<file path="src/cpu_flags_consts.vh">
// Purpose: constants for the condition-code and interrupt-priority unit
// Assumes: 8-bit core, 40 MHz clock
// Notes:   definitions only
`ifndef CPU_FLAGS_CONSTS_VH
`define CPU_FLAGS_CONSTS_VH

`define CC_BIT_CARRY    0
`define CC_BIT_ZERO     1
`define CC_BIT_NEG      2
`define CC_BIT_PRIO_LO  3
`define CC_BIT_HALF     4
`define CC_BIT_PRIO_HI  5
`define CC_RESET        8'hE8
`define NUM_SRC         14
`define NUM_SPR         4
`define SPR_RESET       8'hFF
`define PC_RESET        16'h0000
`define ACC_RESET       8'h00

// Priority bit pairs {hi,lo}
`define LVL0_BITS       2'h2
`define LVL1_BITS       2'h1
`define LVL2_BITS       2'h0
`define LVL3_BITS       2'h3

// ALU operations
`define OP_NONE   4'h0
`define OP_ADD    4'h1
`define OP_ADC    4'h2
`define OP_SUB    4'h3
`define OP_SBC    4'h4
`define OP_LOGIC  4'h5
`define OP_MOVE   4'h6
`define OP_SHIFT  4'h7
`define OP_BTJ    4'h8

// Control instructions
`define CI_NONE    4'h0
`define CI_SCF     4'h1
`define CI_RCF     4'h2
`define CI_RIM     4'h3
`define CI_SIM     4'h4
`define CI_RETURN_FROM_IRQ_INSTR    4'h5
`define CI_HALT    4'h6
`define CI_WFI     4'h7
`define CI_POP_CC  4'h8

// Branch conditions
`define BR_H   3'h0
`define BR_NH  3'h1
`define BR_MI  3'h2
`define BR_PL  3'h3
`define BR_EQ  3'h4
`define BR_NE  3'h5
`define BR_C   3'h6
`define BR_NC  3'h7

`endif

</file>
<file path="src/cpu_flags_and_irq_priority.v">
// Purpose: condition-code flags, software priority and interrupt selection
// Assumes: sources indexed 0 highest .. 13; top-level input above all
// Notes on behaviour
// - Add and add-with-carry set half-carry on bit3-to-bit4 carry, else clear.
// - Negative flag at bit 2 copies result bit 7.
// - Zero flag at bit 1 is set when the result equals zero.
// - Carry at bit 0 shows arithmetic overflow or underflow.
// - Set/reset-carry force carry; bit-test, shift, rotate update it.
// - Each flag has a branch-condition pair evaluated here.
// - Priority bits 5 and 3 encode levels 0..3; level 3 disables.
// - Interrupt entry loads priority bits from that source's field.
// - Enable, disable, return, halt, wait and pop change priority bits.
// - Whole register pushed to and popped from the stack.
// - No memory map; reached only through instruction ports.
// - Accumulator is an 8-bit operand and result register.
// - Entry and exit context save leaves second index register alone.
// - Program counter is 16 bits of low and high byte.
// - Any interrupt wakes wait; only halt-capable ones and the top-level input wake halt.
// - After halt the first serviced interrupt is halt-capable or the top-level one.
// - Non-halt-capable pending one is serviced after the first.
// - Concurrent mode never preempts; nested mode lets higher preempt.
// - Fixed order: main, sources high index to zero, then top level.
// - No stack overflow signal is provided.
// - Each source owns a two-bit field; fields reset to level 3.
`include "cpu_flags_consts.vh"
`timescale 1ns/1ps

module cpu_flags_and_irq_priority (
	// Clock and reset
	input  wire        i_clk,
	input  wire        i_reset_n,
	// ALU operation, operands, shift carry and accumulator write
	input  wire [3:0]  i_alu_op,
	input  wire [7:0]  i_alu_a,
	input  wire [7:0]  i_alu_b,
	input  wire        i_shift_carry,
	input  wire        i_acc_we,
	// Control instructions
	input  wire [3:0]  i_ctrl_instr,
	input  wire [7:0]  i_pop_data,
	input  wire [1:0]  i_rim_level,
	input  wire [2:0]  i_branch_cond,
	// Software priority registers
	input  wire        i_spr_we,
	input  wire [1:0]  i_spr_sel,
	input  wire [7:0]  i_spr_wdata,
	// Interrupt sources
	input  wire [13:0] i_irq_pending,
	input  wire [13:0] i_irq_halt_cap,
	input  wire        i_top_level_interrupt,
	input  wire        i_nested_mode,
	input  wire        i_irq_ack,
	// Program counter
	input  wire        i_pc_we,
	input  wire [15:0] i_pc_wdata,
	// Outputs
	output reg  [7:0]  o_condition_code,
	output reg  [7:0]  o_acc,
	output reg  [15:0] o_pc,
	output reg         o_branch_taken,
	output reg         o_irq_req,
	output reg  [3:0]  o_irq_id,
	output reg         o_irq_top,
	output reg         o_halted,
	output reg         o_waiting,
	output reg  [31:0] o_spr
);

	reg  [7:0]  cc_reg;
	reg  [7:0]  cc_next;
	reg  [7:0]  acc_reg;
	reg  [15:0] pc_reg;
	reg  [7:0]  spr_reg [0:`NUM_SPR-1];
	reg         halt_reg;
	reg         wait_reg;
	reg         in_isr_reg;
	reg  [1:0]  level_reg [0:`NUM_SRC-1];
	wire [8:0]  sum;
	wire [4:0]  half_sum;
	wire [8:0]  diff;
	wire        cin;
	wire [7:0]  res;
	reg  [1:0]  cur_rank;
	reg         found;
	reg  [3:0]  sel_id;
	reg  [1:0]  sel_rank;
	reg         sel_top;
	reg         take;
	integer     k;
	integer     j;

	// Priority bits to rank: level 0 -> 0 .. level 3 -> 3
	function [1:0] rank_of;
		input [1:0] bits;
		begin
			case (bits)
			`LVL0_BITS: rank_of = 2'h0;
			`LVL1_BITS: rank_of = 2'h1;
			`LVL2_BITS: rank_of = 2'h2;
			default:    rank_of = 2'h3;
			endcase
		end
	endfunction

	// Carry in only for the with-carry forms
	assign cin = (i_alu_op == `OP_ADC || i_alu_op == `OP_SBC) ?
		cc_reg[`CC_BIT_CARRY] : 1'b0;
	assign sum = {1'b0, i_alu_a} + {1'b0, i_alu_b} + {8'h00, cin};
	assign half_sum = {1'b0, i_alu_a[3:0]} + {1'b0, i_alu_b[3:0]} +
		{4'h0, cin};
	assign diff = {1'b0, i_alu_a} - {1'b0, i_alu_b} - {8'h00, cin};
	assign res = (i_alu_op == `OP_ADD || i_alu_op == `OP_ADC) ? sum[7:0] :
		(i_alu_op == `OP_SUB || i_alu_op == `OP_SBC) ? diff[7:0] : i_alu_a;

	// Per-source two-bit fields, four to a register
	genvar g;
	generate
		for (g = 0; g < `NUM_SRC; g = g + 1) begin : g_field
			always @* begin
				level_reg[g] = spr_reg[g/4][(g%4)*2 +: 2];
			end
		end
	endgenerate

	// Selection: scan sources 13..0 so index 0 wins ties
	always @* begin
		cur_rank = rank_of({cc_reg[`CC_BIT_PRIO_HI], cc_reg[`CC_BIT_PRIO_LO]});
		found = 1'b0;
		sel_id = 4'h0;
		sel_rank = 2'h0;
		sel_top = 1'b0;
		take = 1'b0;
		for (k = `NUM_SRC - 1; k >= 0; k = k - 1) begin
			if (i_irq_pending[k] && (!halt_reg || i_irq_halt_cap[k]) &&
				(!found || rank_of(level_reg[k]) >= sel_rank)) begin
				found = 1'b1;
				sel_id = k[3:0];
				sel_rank = rank_of(level_reg[k]);
			end
		end
		if (i_top_level_interrupt) begin
			found = 1'b1;
			sel_top = 1'b1;
			sel_rank = 2'h3;
		end
		// Pending ones lacking halt capability wait
		take = found && (sel_top || (sel_rank > cur_rank)) &&
			(!in_isr_reg || i_nested_mode);
	end

	// Next flags: ALU first, then control instructions, then entry
	always @* begin
		cc_next = cc_reg;
		case (i_alu_op)
		`OP_ADD, `OP_ADC: begin
			cc_next[`CC_BIT_HALF] = half_sum[4];
			cc_next[`CC_BIT_CARRY] = sum[8];
		end
		`OP_SUB, `OP_SBC: cc_next[`CC_BIT_CARRY] = diff[8];
		`OP_SHIFT, `OP_BTJ: cc_next[`CC_BIT_CARRY] = i_shift_carry;
		default: cc_next = cc_reg;
		endcase
		if (i_alu_op != `OP_NONE && i_alu_op != `OP_BTJ) begin
			cc_next[`CC_BIT_NEG] = res[7];
			cc_next[`CC_BIT_ZERO] = (res == 8'h00);
		end
		case (i_ctrl_instr)
		`CI_SCF: cc_next[`CC_BIT_CARRY] = 1'b1;
		`CI_RCF: cc_next[`CC_BIT_CARRY] = 1'b0;
		`CI_RIM, `CI_HALT, `CI_WFI: begin
			cc_next[`CC_BIT_PRIO_HI] = i_rim_level[1];
			cc_next[`CC_BIT_PRIO_LO] = i_rim_level[0];
		end
		`CI_SIM: begin
			cc_next[`CC_BIT_PRIO_HI] = 1'b1;
			cc_next[`CC_BIT_PRIO_LO] = 1'b1;
		end
		`CI_RETURN_FROM_IRQ_INSTR, `CI_POP_CC: cc_next = i_pop_data;
		default: ;
		endcase
		if (i_irq_ack && take && !sel_top) begin
			cc_next[`CC_BIT_PRIO_HI] = level_reg[sel_id][1];
			cc_next[`CC_BIT_PRIO_LO] = level_reg[sel_id][0];
		end else if (i_irq_ack && take) begin
			cc_next[`CC_BIT_PRIO_HI] = 1'b1;
			cc_next[`CC_BIT_PRIO_LO] = 1'b1;
		end
	end

	// Branch decision registered against the flags now held
	always @(posedge i_clk) begin
		if (!i_reset_n) begin
			o_branch_taken <= 1'b0;
		end else begin
			case (i_branch_cond)
			`BR_H:   o_branch_taken <= cc_reg[`CC_BIT_HALF];
			`BR_NH:  o_branch_taken <= !cc_reg[`CC_BIT_HALF];
			`BR_MI:  o_branch_taken <= cc_reg[`CC_BIT_NEG];
			`BR_PL:  o_branch_taken <= !cc_reg[`CC_BIT_NEG];
			`BR_EQ:  o_branch_taken <= cc_reg[`CC_BIT_ZERO];
			`BR_NE:  o_branch_taken <= !cc_reg[`CC_BIT_ZERO];
			`BR_C:   o_branch_taken <= cc_reg[`CC_BIT_CARRY];
			default: o_branch_taken <= !cc_reg[`CC_BIT_CARRY];
			endcase
		end
	end

	// Flags, accumulator and program counter
	always @(posedge i_clk) begin
		if (!i_reset_n) begin
			cc_reg  <= `CC_RESET;
			acc_reg <= `ACC_RESET;
			pc_reg  <= `PC_RESET;
		end else begin
			cc_reg <= cc_next;
			if (i_acc_we)
				acc_reg <= res;
			if (i_pc_we)
				pc_reg <= i_pc_wdata;
		end
	end

	// Software priority registers
	always @(posedge i_clk) begin
		if (!i_reset_n) begin
			for (j = 0; j < `NUM_SPR; j = j + 1)
				spr_reg[j] <= `SPR_RESET;
		end else if (i_spr_we) begin
			spr_reg[i_spr_sel] <= i_spr_wdata;
		end
	end

	// Registered offer to the core
	always @(posedge i_clk) begin
		if (!i_reset_n) begin
			o_irq_req <= 1'b0;
			o_irq_id  <= 4'h0;
			o_irq_top <= 1'b0;
		end else begin
			o_irq_req <= take;
			o_irq_id  <= sel_id;
			o_irq_top <= sel_top;
		end
	end

	// In-service flag: set on entry, cleared by return from interrupt
	always @(posedge i_clk) begin
		if (!i_reset_n) begin
			in_isr_reg <= 1'b0;
		end else if (i_irq_ack && take) begin
			in_isr_reg <= 1'b1;
		end else if (i_ctrl_instr == `CI_RETURN_FROM_IRQ_INSTR) begin
			in_isr_reg <= 1'b0;
		end
	end

	// Halt ends only on entry, so the halt-capable filter
	// stays on until the first wake source is serviced
	always @(posedge i_clk) begin
		if (!i_reset_n) begin
			halt_reg <= 1'b0;
			wait_reg <= 1'b0;
		end else if (i_irq_ack && take) begin
			halt_reg <= 1'b0;
			wait_reg <= 1'b0;
		end else begin
			if (i_ctrl_instr == `CI_HALT)
				halt_reg <= 1'b1;
			if (i_ctrl_instr == `CI_WFI)
				wait_reg <= 1'b1;
			if (found && wait_reg)
				wait_reg <= 1'b0;
		end
	end

	// Registered copies of internal state
	always @(posedge i_clk) begin
		if (!i_reset_n) begin
			o_condition_code <= `CC_RESET;
			o_acc            <= `ACC_RESET;
			o_pc             <= `PC_RESET;
			o_halted         <= 1'b0;
			o_waiting        <= 1'b0;
			o_spr            <= {`NUM_SPR{`SPR_RESET}};
		end else begin
			o_condition_code <= cc_reg;
			o_acc            <= acc_reg;
			o_pc             <= pc_reg;
			o_halted         <= halt_reg;
			o_waiting        <= wait_reg;
			o_spr            <= {spr_reg[3], spr_reg[2], spr_reg[1],
				spr_reg[0]};
		end
	end

	// No stack depth is tracked, so nesting overflow goes unseen

endmodule // cpu_flags_and_irq_priority

</file>
<file path="config.mk">
export PLATFORM = sky130hd
export DESIGN_NAME = cpu_flags_and_irq_priority
export DESIGN_NICKNAME = d
export VERILOG_FILES = /design/src/cpu_flags_and_irq_priority.v
export VERILOG_INCLUDE_DIRS = /design/src
export SDC_FILE = /design/constraint.sdc
export NUM_CORES = 1
export LEC_CHECK = 0
export BUFFER_PORTS_ARGS = -buffer_cell sky130_fd_sc_hd__buf_2
export CORE_MARGIN = 10
export CORE_UTILIZATION = 35
export DETAILED_ROUTE_END_ITERATION = 12
export PLACE_DENSITY_LB_ADDON = 0.3
export SETUP_SLACK_MARGIN = 0.02
export SLEW_MARGIN = 10
export SYNTH_ARGS = -nofsm -noshare
export SYNTH_HDL_FRONTEND = slang
export SYNTH_SLANG_ARGS = --single-unit
</file>
<file path="constraint.sdc">
create_clock -name i_clk -period 25.6 [get_ports i_clk]
set_input_delay 1.28 -clock i_clk [delete_from_list [all_inputs] [get_ports i_clk]]
set_output_delay 1.28 -clock i_clk [all_outputs]
set_load 0.1 [all_outputs]
</file>
---- Word-level counts from Yosys, hierarchy flattened ----
Memories as Yosys holds them, arrays and structs flattened.
Cells that the tools add are included.
cells by class
  add/sub/neg operators ................... 6
  order comparisons ....................... 15
  equality and inequality tests ........... 51
  mux-type cells .......................... 88
  bitwise logic cells ..................... 2
  reductions and logical operators ........ 116
operator list
  cell                number
  $pmux 2 s3          15
  $mux 4              14
  $mux 2              20
  $logic_and 1x1->1   33
  $logic_or 1x1->1    32
  $eq 2x1->1 const B  15
  $eq 2x2->1 const B  15
  $logic_not 2->1     15
  $mux 1              30
  $ge 2x2->1          13
  $eq 4x3->1 const B  6
  $mux 8              3
  $logic_not 1->1     20
  $eq 4x2->1 const B  4
  $pmux 1 s3          4
  $reduce_or 2->1     5
  $add 8x8->9         1
  $add 9x1->9         1
  $eq 3x3->1 const B  3
  $sub 8x8->9         1
  $sub 9x1->9         1
  $bmux 2 s4          1
  $eq 4x1->1 const B  2
  $eq 4x4->1 const B  2
  18 further kinds    22
word-level totals
  bits in registers ....................... 108
  memory bits (writable) .................. 32
  bits of input ports ..................... 100
  logic and storage cells ................. 299
  memories kept ........................... 1
memory list
  name     depth  bits a word  read ports  clocked after memory_dff  write ports  RTL line                         source
  spr_reg  4      8            4           0                         4            cpu_flags_and_irq_priority.v:73  reg [7:0] spr_reg [0:`NUM_SPR-1];

---- Logic depth before layout (Yosys ltp) ----
Gate-level depths: netlist of run 1.
  word-level depth ........................ 64
  depth in mapped cells ................... 96

---- Least setup slack after synthesis of run 1 ----
No wires, ideal clock.
  path type ............................... in2reg
  from .................................... input port i_irq_halt_cap[13]
  to ...................................... register cc_reg[3]
  library setup time ...................... 119 ps
  arrival ................................. 17,167 ps
  slack ................................... 8,314 ps
  cell stages on the path ................. 89
  path buffers ............................ 0
  cell sequence ........................... o21a_1 -> o21a_1 -> ha_1 -> nand2b_1 -> a21oi_1 -> a211o_1 -> nand2_1 -> ha_1 -> nand2b_1 -> a21oi_1 -> a2111oi_0 -> a31oi_1 -> ha_1 -> nand2b_1 -> a21oi_1 -> a21oi_1 -> a311o_1 -> and2_1 -> [... 53 more ...] -> mux2_2 -> ha_1 -> nand2b_1 -> a21oi_1 -> o21ai_0 -> and2_1 -> and3_1 -> a41oi_1 -> o41ai_1 -> ha_1 -> a21oi_1 -> nor2_1 -> a21oi_1 -> nand3_1 -> nor3_1 -> nor2b_1 -> o21ai_0 -> o221a_1
on the way
  word-level cells in the longest chain between the ends .. 63
RTL lines
  item                                                          RTL line                                                            source
  from (decl)                                                   cpu_flags_and_irq_priority.v:49                                     input wire [13:0] i_irq_halt_cap,
  $logic_or 1x1->1 (*)                                          cpu_flags_and_irq_priority.v:134                                    if (i_irq_pending[k] && (!halt_reg || i_irq_halt_cap[k]) &&
  $logic_and 1x1->1 (*)                                         cpu_flags_and_irq_priority.v:134
  $mux 2 or $mux 1 (tied branches)                              cpu_flags_and_irq_priority.v:134
  $ge 2x2->1 or $logic_not 1->1 (tied branches)                 cpu_flags_and_irq_priority.v:135                                    (!found || rank_of(level_reg[k]) >= sel_rank)) begin
  $logic_or 1x1->1                                              cpu_flags_and_irq_priority.v:135
  $logic_and 1x1->1                                             cpu_flags_and_irq_priority.v:134
  $mux 2 or $mux 1 (tied branches)                              cpu_flags_and_irq_priority.v:134
  $ge 2x2->1 or $logic_not 1->1 (tied branches)                 cpu_flags_and_irq_priority.v:135
  [... 46 more ...]                                             n/a
  $mux 2                                                        cpu_flags_and_irq_priority.v:134
  $mux 2                                                        cpu_flags_and_irq_priority.v:141                                    if (i_top_level_interrupt) begin
  $gt 2x2->1                                                    cpu_flags_and_irq_priority.v:147                                    take = found && (sel_top || (sel_rank > cur_rank)) &&
  $logic_or 1x1->1                                              cpu_flags_and_irq_priority.v:147
  $logic_and 1x1->1 (2 in series)                               cpu_flags_and_irq_priority.v:147
  $logic_and 1x1->1                                             cpu_flags_and_irq_priority.v:181, cpu_flags_and_irq_priority.v:184
  $logic_and 1x1->1 or $mux 1 (tied branches)                   cpu_flags_and_irq_priority.v:181, cpu_flags_and_irq_priority.v:184
  $reduce_bool 5->1 (no source line) or $mux 1 (tied branches)  n/a
  to (signal assigned)                                          cpu_flags_and_irq_priority.v:211                                    cc_reg <= `CC_RESET;
  to (signal assigned)                                          cpu_flags_and_irq_priority.v:215                                    cc_reg <= cc_next;
  to (decl)                                                     cpu_flags_and_irq_priority.v:69                                     reg [7:0] cc_reg;
Mark *: on every way between the ends. The rest lies on a longest branch, timed or not. The select of a mux whose other input is x is not followed.
A chain may end at the register's enable or synchronous reset.

---- Worst setup path after layout of run 1 ----
Same ends and word-level chain as after synthesis.

==> results of run 1 <==
-- synth_stat cells, drive strengths merged (4+ instances only) --
library cell / count
dfxtp: 108
ha: 79
nor2: 74
nand2: 69
inv: 64
a21oi: 57
nand2b: 53
mux2i: 43
and2: 39
o21ai: 34
edfxtp: 32
or2: 30
clkbuf: 23
o21a: 15
nor3: 14
xnor2: 10
a211oi: 9
nor2b: 9
a21o: 8
a22oi: 8
a31oi: 7
nand3: 7
mux2: 6
o211ai: 6
o221ai: 6
o22ai: 6
o21bai: 5
a211o: 4
and3: 4
buf: 4
fa: 4
nand4: 4
o221a: 4
o31ai: 4
or3: 4
-- path summary, 6_finish.rpt --
kind                      start         to  depth (start not counted)  slack, ns
max          i_irq_halt_cap[13]  cc_reg[3]                         91       6.39
min reg2reg       spr_reg[3][4]  o_spr[28]                          1       0.43
min               spr_reg[3][4]  o_spr[28]                          1       0.43
max reg2reg            halt_reg  cc_reg[3]                         91       6.60
-- per-layer routing --
metal	global-route usage	vias to the layer above	part of all wire
li1	-	3459	-
met1	0.196	3159	0.47
met2	0.251	142	0.47
met3	0.0349	22	0.047
met4	0.0454	0	0.017
met5	0	-	0
-- power groups by stage --
stage	sequential, mW	clock (mW)	combinational (mW)
3_3_place_gp	0.261	0	0.460
3_5_place_dp	0.261	0	0.466
4_1_cts	0.256	0.256	0.469
5_1_grt	0.258	0.267	0.522
6_report	0.256	0.252	0.473
2_1_floorplan	0.319	0	0.310
-- final cells by class --
type	instances	area share
sequential	140	0.316
antenna	1	0.000253
inverter	65	0.0247
tap	285	0.0361
clock inverter	7	0.00722
timing repair buffer	176	0.0902
multi-input combinational	659	0.471
clock buffer	25	0.0545
-- cell families after synthesis --
group                    count (synthesis)  synth area share
AO/OA/AOI/OAI                          201             0.168
XOR/XNOR                                11            0.0119
adder cells (fa/ha/maj)                 83             0.132
buffers and inverters                   92            0.0431
flip-flops                             140             0.385
multiplexers                            50            0.0641
AND/OR/NAND/NOR                        314             0.196
-- per-stage QoR --
| step | utilization | hold slack [ns] | power (mW) |
|---|---|---|---|
| after floorplan | - | 0.401 | 0.629 |
| after global placement | 0.408 | 0.419 | 0.720 |
| after detailed placement | 0.408 | 0.413 | 0.727 |
| after CTS | 0.435 | 0.431 | 0.982 |
| after global routing | 0.435 | 0.440 | 1.05 |
| final | 0.435 | 0.425 | 0.980 |
-- worst max-delay path: cells and delay by family --
family                   cells  cell delay [ns]
AO/OA/AOI/OAI               48             9.61
adder cells (fa/ha/maj)     14             3.83
buffers and inverters        2             0.21
multiplexers                 2             0.68
AND/OR/NAND/NOR             25             3.88
==> qor.yml, run 1 <==
global_routing:
  grt_usage: 0.153
  antenna_found_initial: 1
  grt_pass1_vias: 6889
  grt_pass1_wl_um: 35900
  grt_max_degree: 80
  overflow: 0
logic_synthesis:
  synthTopCellsByArea: "dfxtp_1 (27%), ha_1 (12%), edfxtp_1 (12%), mux2i_1 (5.3%), nand2b_1 (4.1%)"
  avgSynthCellArea_um2: 9.11
  syn_inst: 891
  syn_area_um2: 8120
  ys_types: 72
  synth_seq_area_share: 0.385
  synth_edf_count: 32
  synth_top_area_cell: "dfxtp_1"
  ys_warn_count: 0
  synthArstFlopShare: 0
  synthFlopType: "dfxtp_1"
  synth_top_area_frac: 0.266
  synth_nets: 1074
  synth-seq-cells: 140
cells_and_area:
  area_growth_pct: 21.6
  drive_above_1_share: 0.235
  final_area_um2: 9870
  final_common_cell: "buf_2"
  fill_cells: 2296
  fin_cells: 1358
  seq_area_um2: 3120
  multi_input_area_um2: 4650
  final_cell_mix: "buf_2 (172), dfxtp_1 (108), ha_1 (79), nor2_1 (74), nand2_1 (69)"
  nets: 1242
timing:
  tightest_slew_ns: 0.994
  fmax_mhz: 52.0
  clock_skew_ns: 0.0118
  finalSetupTns_ns: 0
  min_period_ns: 19.21
  setup_viol: 0
  hold_viol: 0
  drv_slew: 0
  min_period_over_period: 0.751
  max-slew-margin-rel: 0.338
  setup_slack_ns: 6.39
  rsz0062_at_grt: "no"
detailed_routing:
  vias_per_cell: 4.99
  wl_um: 22800
  drc: 0
  drtAntennaViolNets: 0
  vias: 6782
  post_drt_wl_per_cell_um: 16.8
  first_pass_iters: 4
  drt-initial-drc-count: 347
die:
  io_pins: 173
  dieArea_um2: 29700
  die_y_um: 172
  coreArea_um2: 22700
  initial_core_util: 0.358
  die_w_um: 172
  rows: 55
power:
  power.switching_mw: 0.398
  p_per_area_nw_per_um2: 99.3
  power_frac_clock: 0.257
  combPwrFrac: 0.482
  p_int_mw: 0.582
  pwr-share-seq: 0.261
  power.leakage_nw: 4.49
  ir_drop_uv: 48.5
  p_sw_frac: 0.406
clock_network:
  cts_setup_buffers: 0
  cts_buffers: 17
  clkTransAtPathRegs_ns: 0.06
  ctsHoldBuffers: 0
  tritoncts: "yes"
  clk_latency_ns: 0.42
  cts_buffer_depth: 2
  clock_tree.root_cell: "clkbuf_16"
  cts_max_level: 4
  cts_resized: 0
  clock-sinks: 140
placement:
  dp_slack_ns: 6.28
  io_buffers: 172
  dpl-instance-area_um2: 9260
  place_congestion: 0.929
  dp_cells: 1325
  hpwlAfterDp_um: 18100
critical_path:
  arrival_ns: 19.52
  crit_path_max_incr_delay_ns: 0.53
  crit_path_end_kind: "flip-flop"
  cp_max_fo: 9
  worstSetupPathType: "in -> reg"
  slowest_stage: "a21oi_1"
  critPathLaunchType: "input pin"
  crit_top_cell: "a21oi_1"
  critPathRequiredTime_ns: 25.91
job:
  max_cap_viol_count: 0
min_path:
  worstHoldPathType: "reg -> reg"
run_status:
  status: "complete, no violations"
No activity file was read; power rests on OpenSTA's default activity.
==> inputs of run 2 (changes only) <==
- ABC_AREA: not set -> 1
- clock period: 25.6 -> 17.4 ns (I/O delays scaled with it)
==> qor.yml, run 2 <==
logic_synthesis:
  syn_area_um2: 7930  # -2.4%
  ys_top_cells_by_count: "nand2_1 (248), inv_1 (181), nor2_1 (112)"
  synth-seq-cells: 140  # unchanged
  syn_inst: 1059  # +19%
  synthTopCellsByArea: "dfxtp_1 (27%), ha_1 (12%), edfxtp_1 (12%), nand2_1 (12%), inv_1 (8.6%)"
  synth_top_area_cell: "dfxtp_1"
  synth_top_area_frac: 0.273  # +0.00647
  synth_edf_count: 32  # unchanged
  synth_seq_area_share: 0.394  # +0.00935
  synthArstFlopShare: 0  # unchanged
  ys_types: 47  # -35%
  synthFlopType: "dfxtp_1"
  synth_nets: 1242  # +16%
  yosys.cell_count.top_type: "nand2_1"
  avgSynthCellArea_um2: 7.48  # -18%
  ys_warn_count: 0  # unchanged
detailed_routing:
  post_drt_wl_per_cell_um: 14.2  # -16%
  wl_um: 21600  # -5.0%
  vias_per_cell: 4.63  # -7.3%
  drtAntennaViolNets: 0  # unchanged
  drt-initial-drc-count: 457  # +32%
  first_pass_iters: 5  # +1
  vias: 7070  # +4.2%
  drc: 0  # unchanged
timing:
  drv_slew: 0  # unchanged
  whs_ns: 0.422  # -0.00302 ns
  max-slew-margin-rel: 0.259  # -0.0781
  min_period_ns: 15.09
  clock_skew_ns: 0.00689  # -0.00489 ns
  rsz0062_at_grt: "no"
  min_period_over_period: 0.867
  fmax_mhz: 66.3
  setup_slack_ns: 2.31  # -4.08 ns
  hold_viol: 0  # unchanged
  finalSetupTns_ns: 0  # unchanged
  tightest_slew_ns: 1.10  # +0.105 ns
  setup_viol: 0  # unchanged
global_routing:
  grt_pass1_vias: 7095  # +3.0%
  grt_max_degree: 88  # +10%
  overflow: 0  # unchanged
  grt_pass1_wl_um: 35400  # -1.3%
  antenna_found_initial: 1  # unchanged
  grt_usage: 0.152  # -0.000791
clock_network:
  clk_latency_ns: 0.42  # about the same
  clkTransAtPathRegs_ns: 0.07  # about the same
  clock-sinks: 140  # unchanged
  cts_buffer_depth: 2  # unchanged
  cts_resized: 0  # unchanged
  cts_setup_buffers: 0  # unchanged
  ctsHoldBuffers: 0  # unchanged
  clock_tree.root_cell: "clkbuf_16"
  cts_max_level: 4  # unchanged
  cts_buffers: 17  # unchanged
  tritoncts: "yes"
placement:
  hpwlAfterDp_um: 17400  # -4.0%
  io_buffers: 172  # unchanged
  dp_slack_ns: 2.05  # -4.23 ns
  dpl-instance-area_um2: 9050  # -2.3%
  place_congestion: 0.875  # -5.9%
critical_path:
  critPathRequiredTime_ns: 17.72  # -8.19 ns
  crit_path_end_kind: "flip-flop"
  cp_max_fo: 19  # +10
  critPathLaunchType: "flip-flop"
  crit_top_cell: "nand2_1"
  r2r_slack_ns: 2.31  # -4.29 ns
  arrival_ns: 15.41  # -4.11 ns
  rr_worst_depth: 124  # +36%
  crit_path_max_incr_delay_ns: 0.37  # -0.16 ns
  reg2reg_to: "cc_reg[3]"
  worstSetupPathType: "reg -> reg"
  slowest_stage: "edfxtp_1"
  rr_startpoint: "spr_reg[3][3]"
power:
  p_sw_frac: 0.463  # +0.0571
  power.switching_mw: 0.681  # +71%
  combPwrFrac: 0.500  # +0.018
  p_int_mw: 0.789  # +36%
  power_frac_clock: 0.246  # -0.011
  power.total_mw: 1.47  # +50%
  ir_drop_uv: 82.1  # +69%
  power.leakage_nw: 5.19  # +15%
  p_per_area_nw_per_um2: 152  # +53%
  pwr-share-seq: 0.254  # -0.007
cells_and_area:
  final_common_cell: "nand2_1"
  nets: 1412  # +14%
  final_area_um2: 9650  # -2.3%
  area_growth_pct: 21.7  # about the same
  num_antenna_cells: 0  # -1
  final_cell_mix: "nand2_1 (248), inv_1 (181), buf_2 (172), nor2_1 (112), dfxtp_1 (108)"
  drive_above_1_share: 0.200  # -0.0354
min_path:
  worstHoldStart: "pc_reg[11]"
  holdPathStages: 2  # +1
  whs_endpoint: "o_pc[11]"
  worstHoldPathType: "reg -> reg"
die:
  coreArea_um2: 22400  # -1.2%
  die_w_um: 170  # -1.1%
  dieArea_um2: 29100  # -2.1%
  initial_core_util: 0.353  # -0.00420
  die_y_um: 170  # -1.1%
  rows: 55  # unchanged
  io_pins: 173  # unchanged
job:
  max_cap_viol_count: 0  # unchanged
run_status:
  status: "complete, no violations"
-- run 2: final cells by class --
type,count,area (µm²)
Clock inverter,15,173
Fill cell,2281,12800
Sequential cell,140,3120
Timing Repair Buffer,173,868
Multi-Input combinational cell,711,4000
Inverter,186,698
Clock buffer,17,425
Tap cell,285,357
-- run 2: critical path: cells and delay by family (launching register included) --
family | cells | cell delay, ns
adder cells (fa/ha/maj) | 15 | 4.08
AO/OA/AOI/OAI | 22 | 2.62
flip-flops | 1 | 0.37
buffers and inverters | 23 | 1.38
AND/OR/NAND/NOR | 64 | 6.52
-- run 2: per-layer routing --
| layer | GRT usage | share of wire | vias up | wire length (µm) |
|---|---|---|---|---|
| li1 | - | - | 3690 | - |
| met1 | 0.193 | 0.47 | 3177 | 10100 |
| met2 | 0.248 | 0.45 | 176 | 9840 |
| met3 | 0.0355 | 0.061 | 25 | 1310 |
| met4 | 0.0545 | 0.015 | 2 | 332 |
| met5 | 0 | 0.00060 | - | 13 |
-- run 2: how the worst max path moves through the flow --
stage	cells past startpoint	from	slack [ns]	end
2_1_floorplan	122	i_irq_halt_cap[13]	3.67	cc_reg[3]
4_1_cts	124	spr_reg[3][3]	2.38	cc_reg[3]
3_5_place_dp	124	i_irq_halt_cap[13]	2.05	cc_reg[3]
5_1_grt	126	spr_reg[3][3]	0.11	cc_reg[3]
6_report	124	spr_reg[3][3]	2.31	cc_reg[3]
3_3_place_gp	124	i_irq_halt_cap[13]	2.61	cc_reg[3]
-- run 2: cells by family (layout without fill, tap and decap cells) --
family,count (synthesis),after routing,share of synthesized area
and+or+nand+nor,497,497,0.277
DFF,140,140,0.394
adders and majority gates,83,83,0.135
muxes,1,1,0.00126
xor gates and xnor gates,3,3,0.00332
AOI/OAI and AO/OA,127,127,0.0886
buffers and inverters,208,391,0.101
-- run 2: metrics by stage --
stage / std cells / util
after global routing: 1527 / 0.430
after CTS: 1527 / 0.430
after floorplan: 1059 / -
after detailed placement: 1495 / 0.403
after global placement: 1495 / 0.403
final: 1527 / 0.430
-- run 2: power groups by stage --
stage          clock network (mW)  logic (mW)  registers (mW)
2_1_floorplan                   0       0.505           0.475
3_3_place_gp                    0       0.721           0.380
3_5_place_dp                    0       0.731           0.381
4_1_cts                     0.372       0.736           0.374
5_1_grt                     0.387       0.839           0.377
6_report                    0.362       0.735           0.374
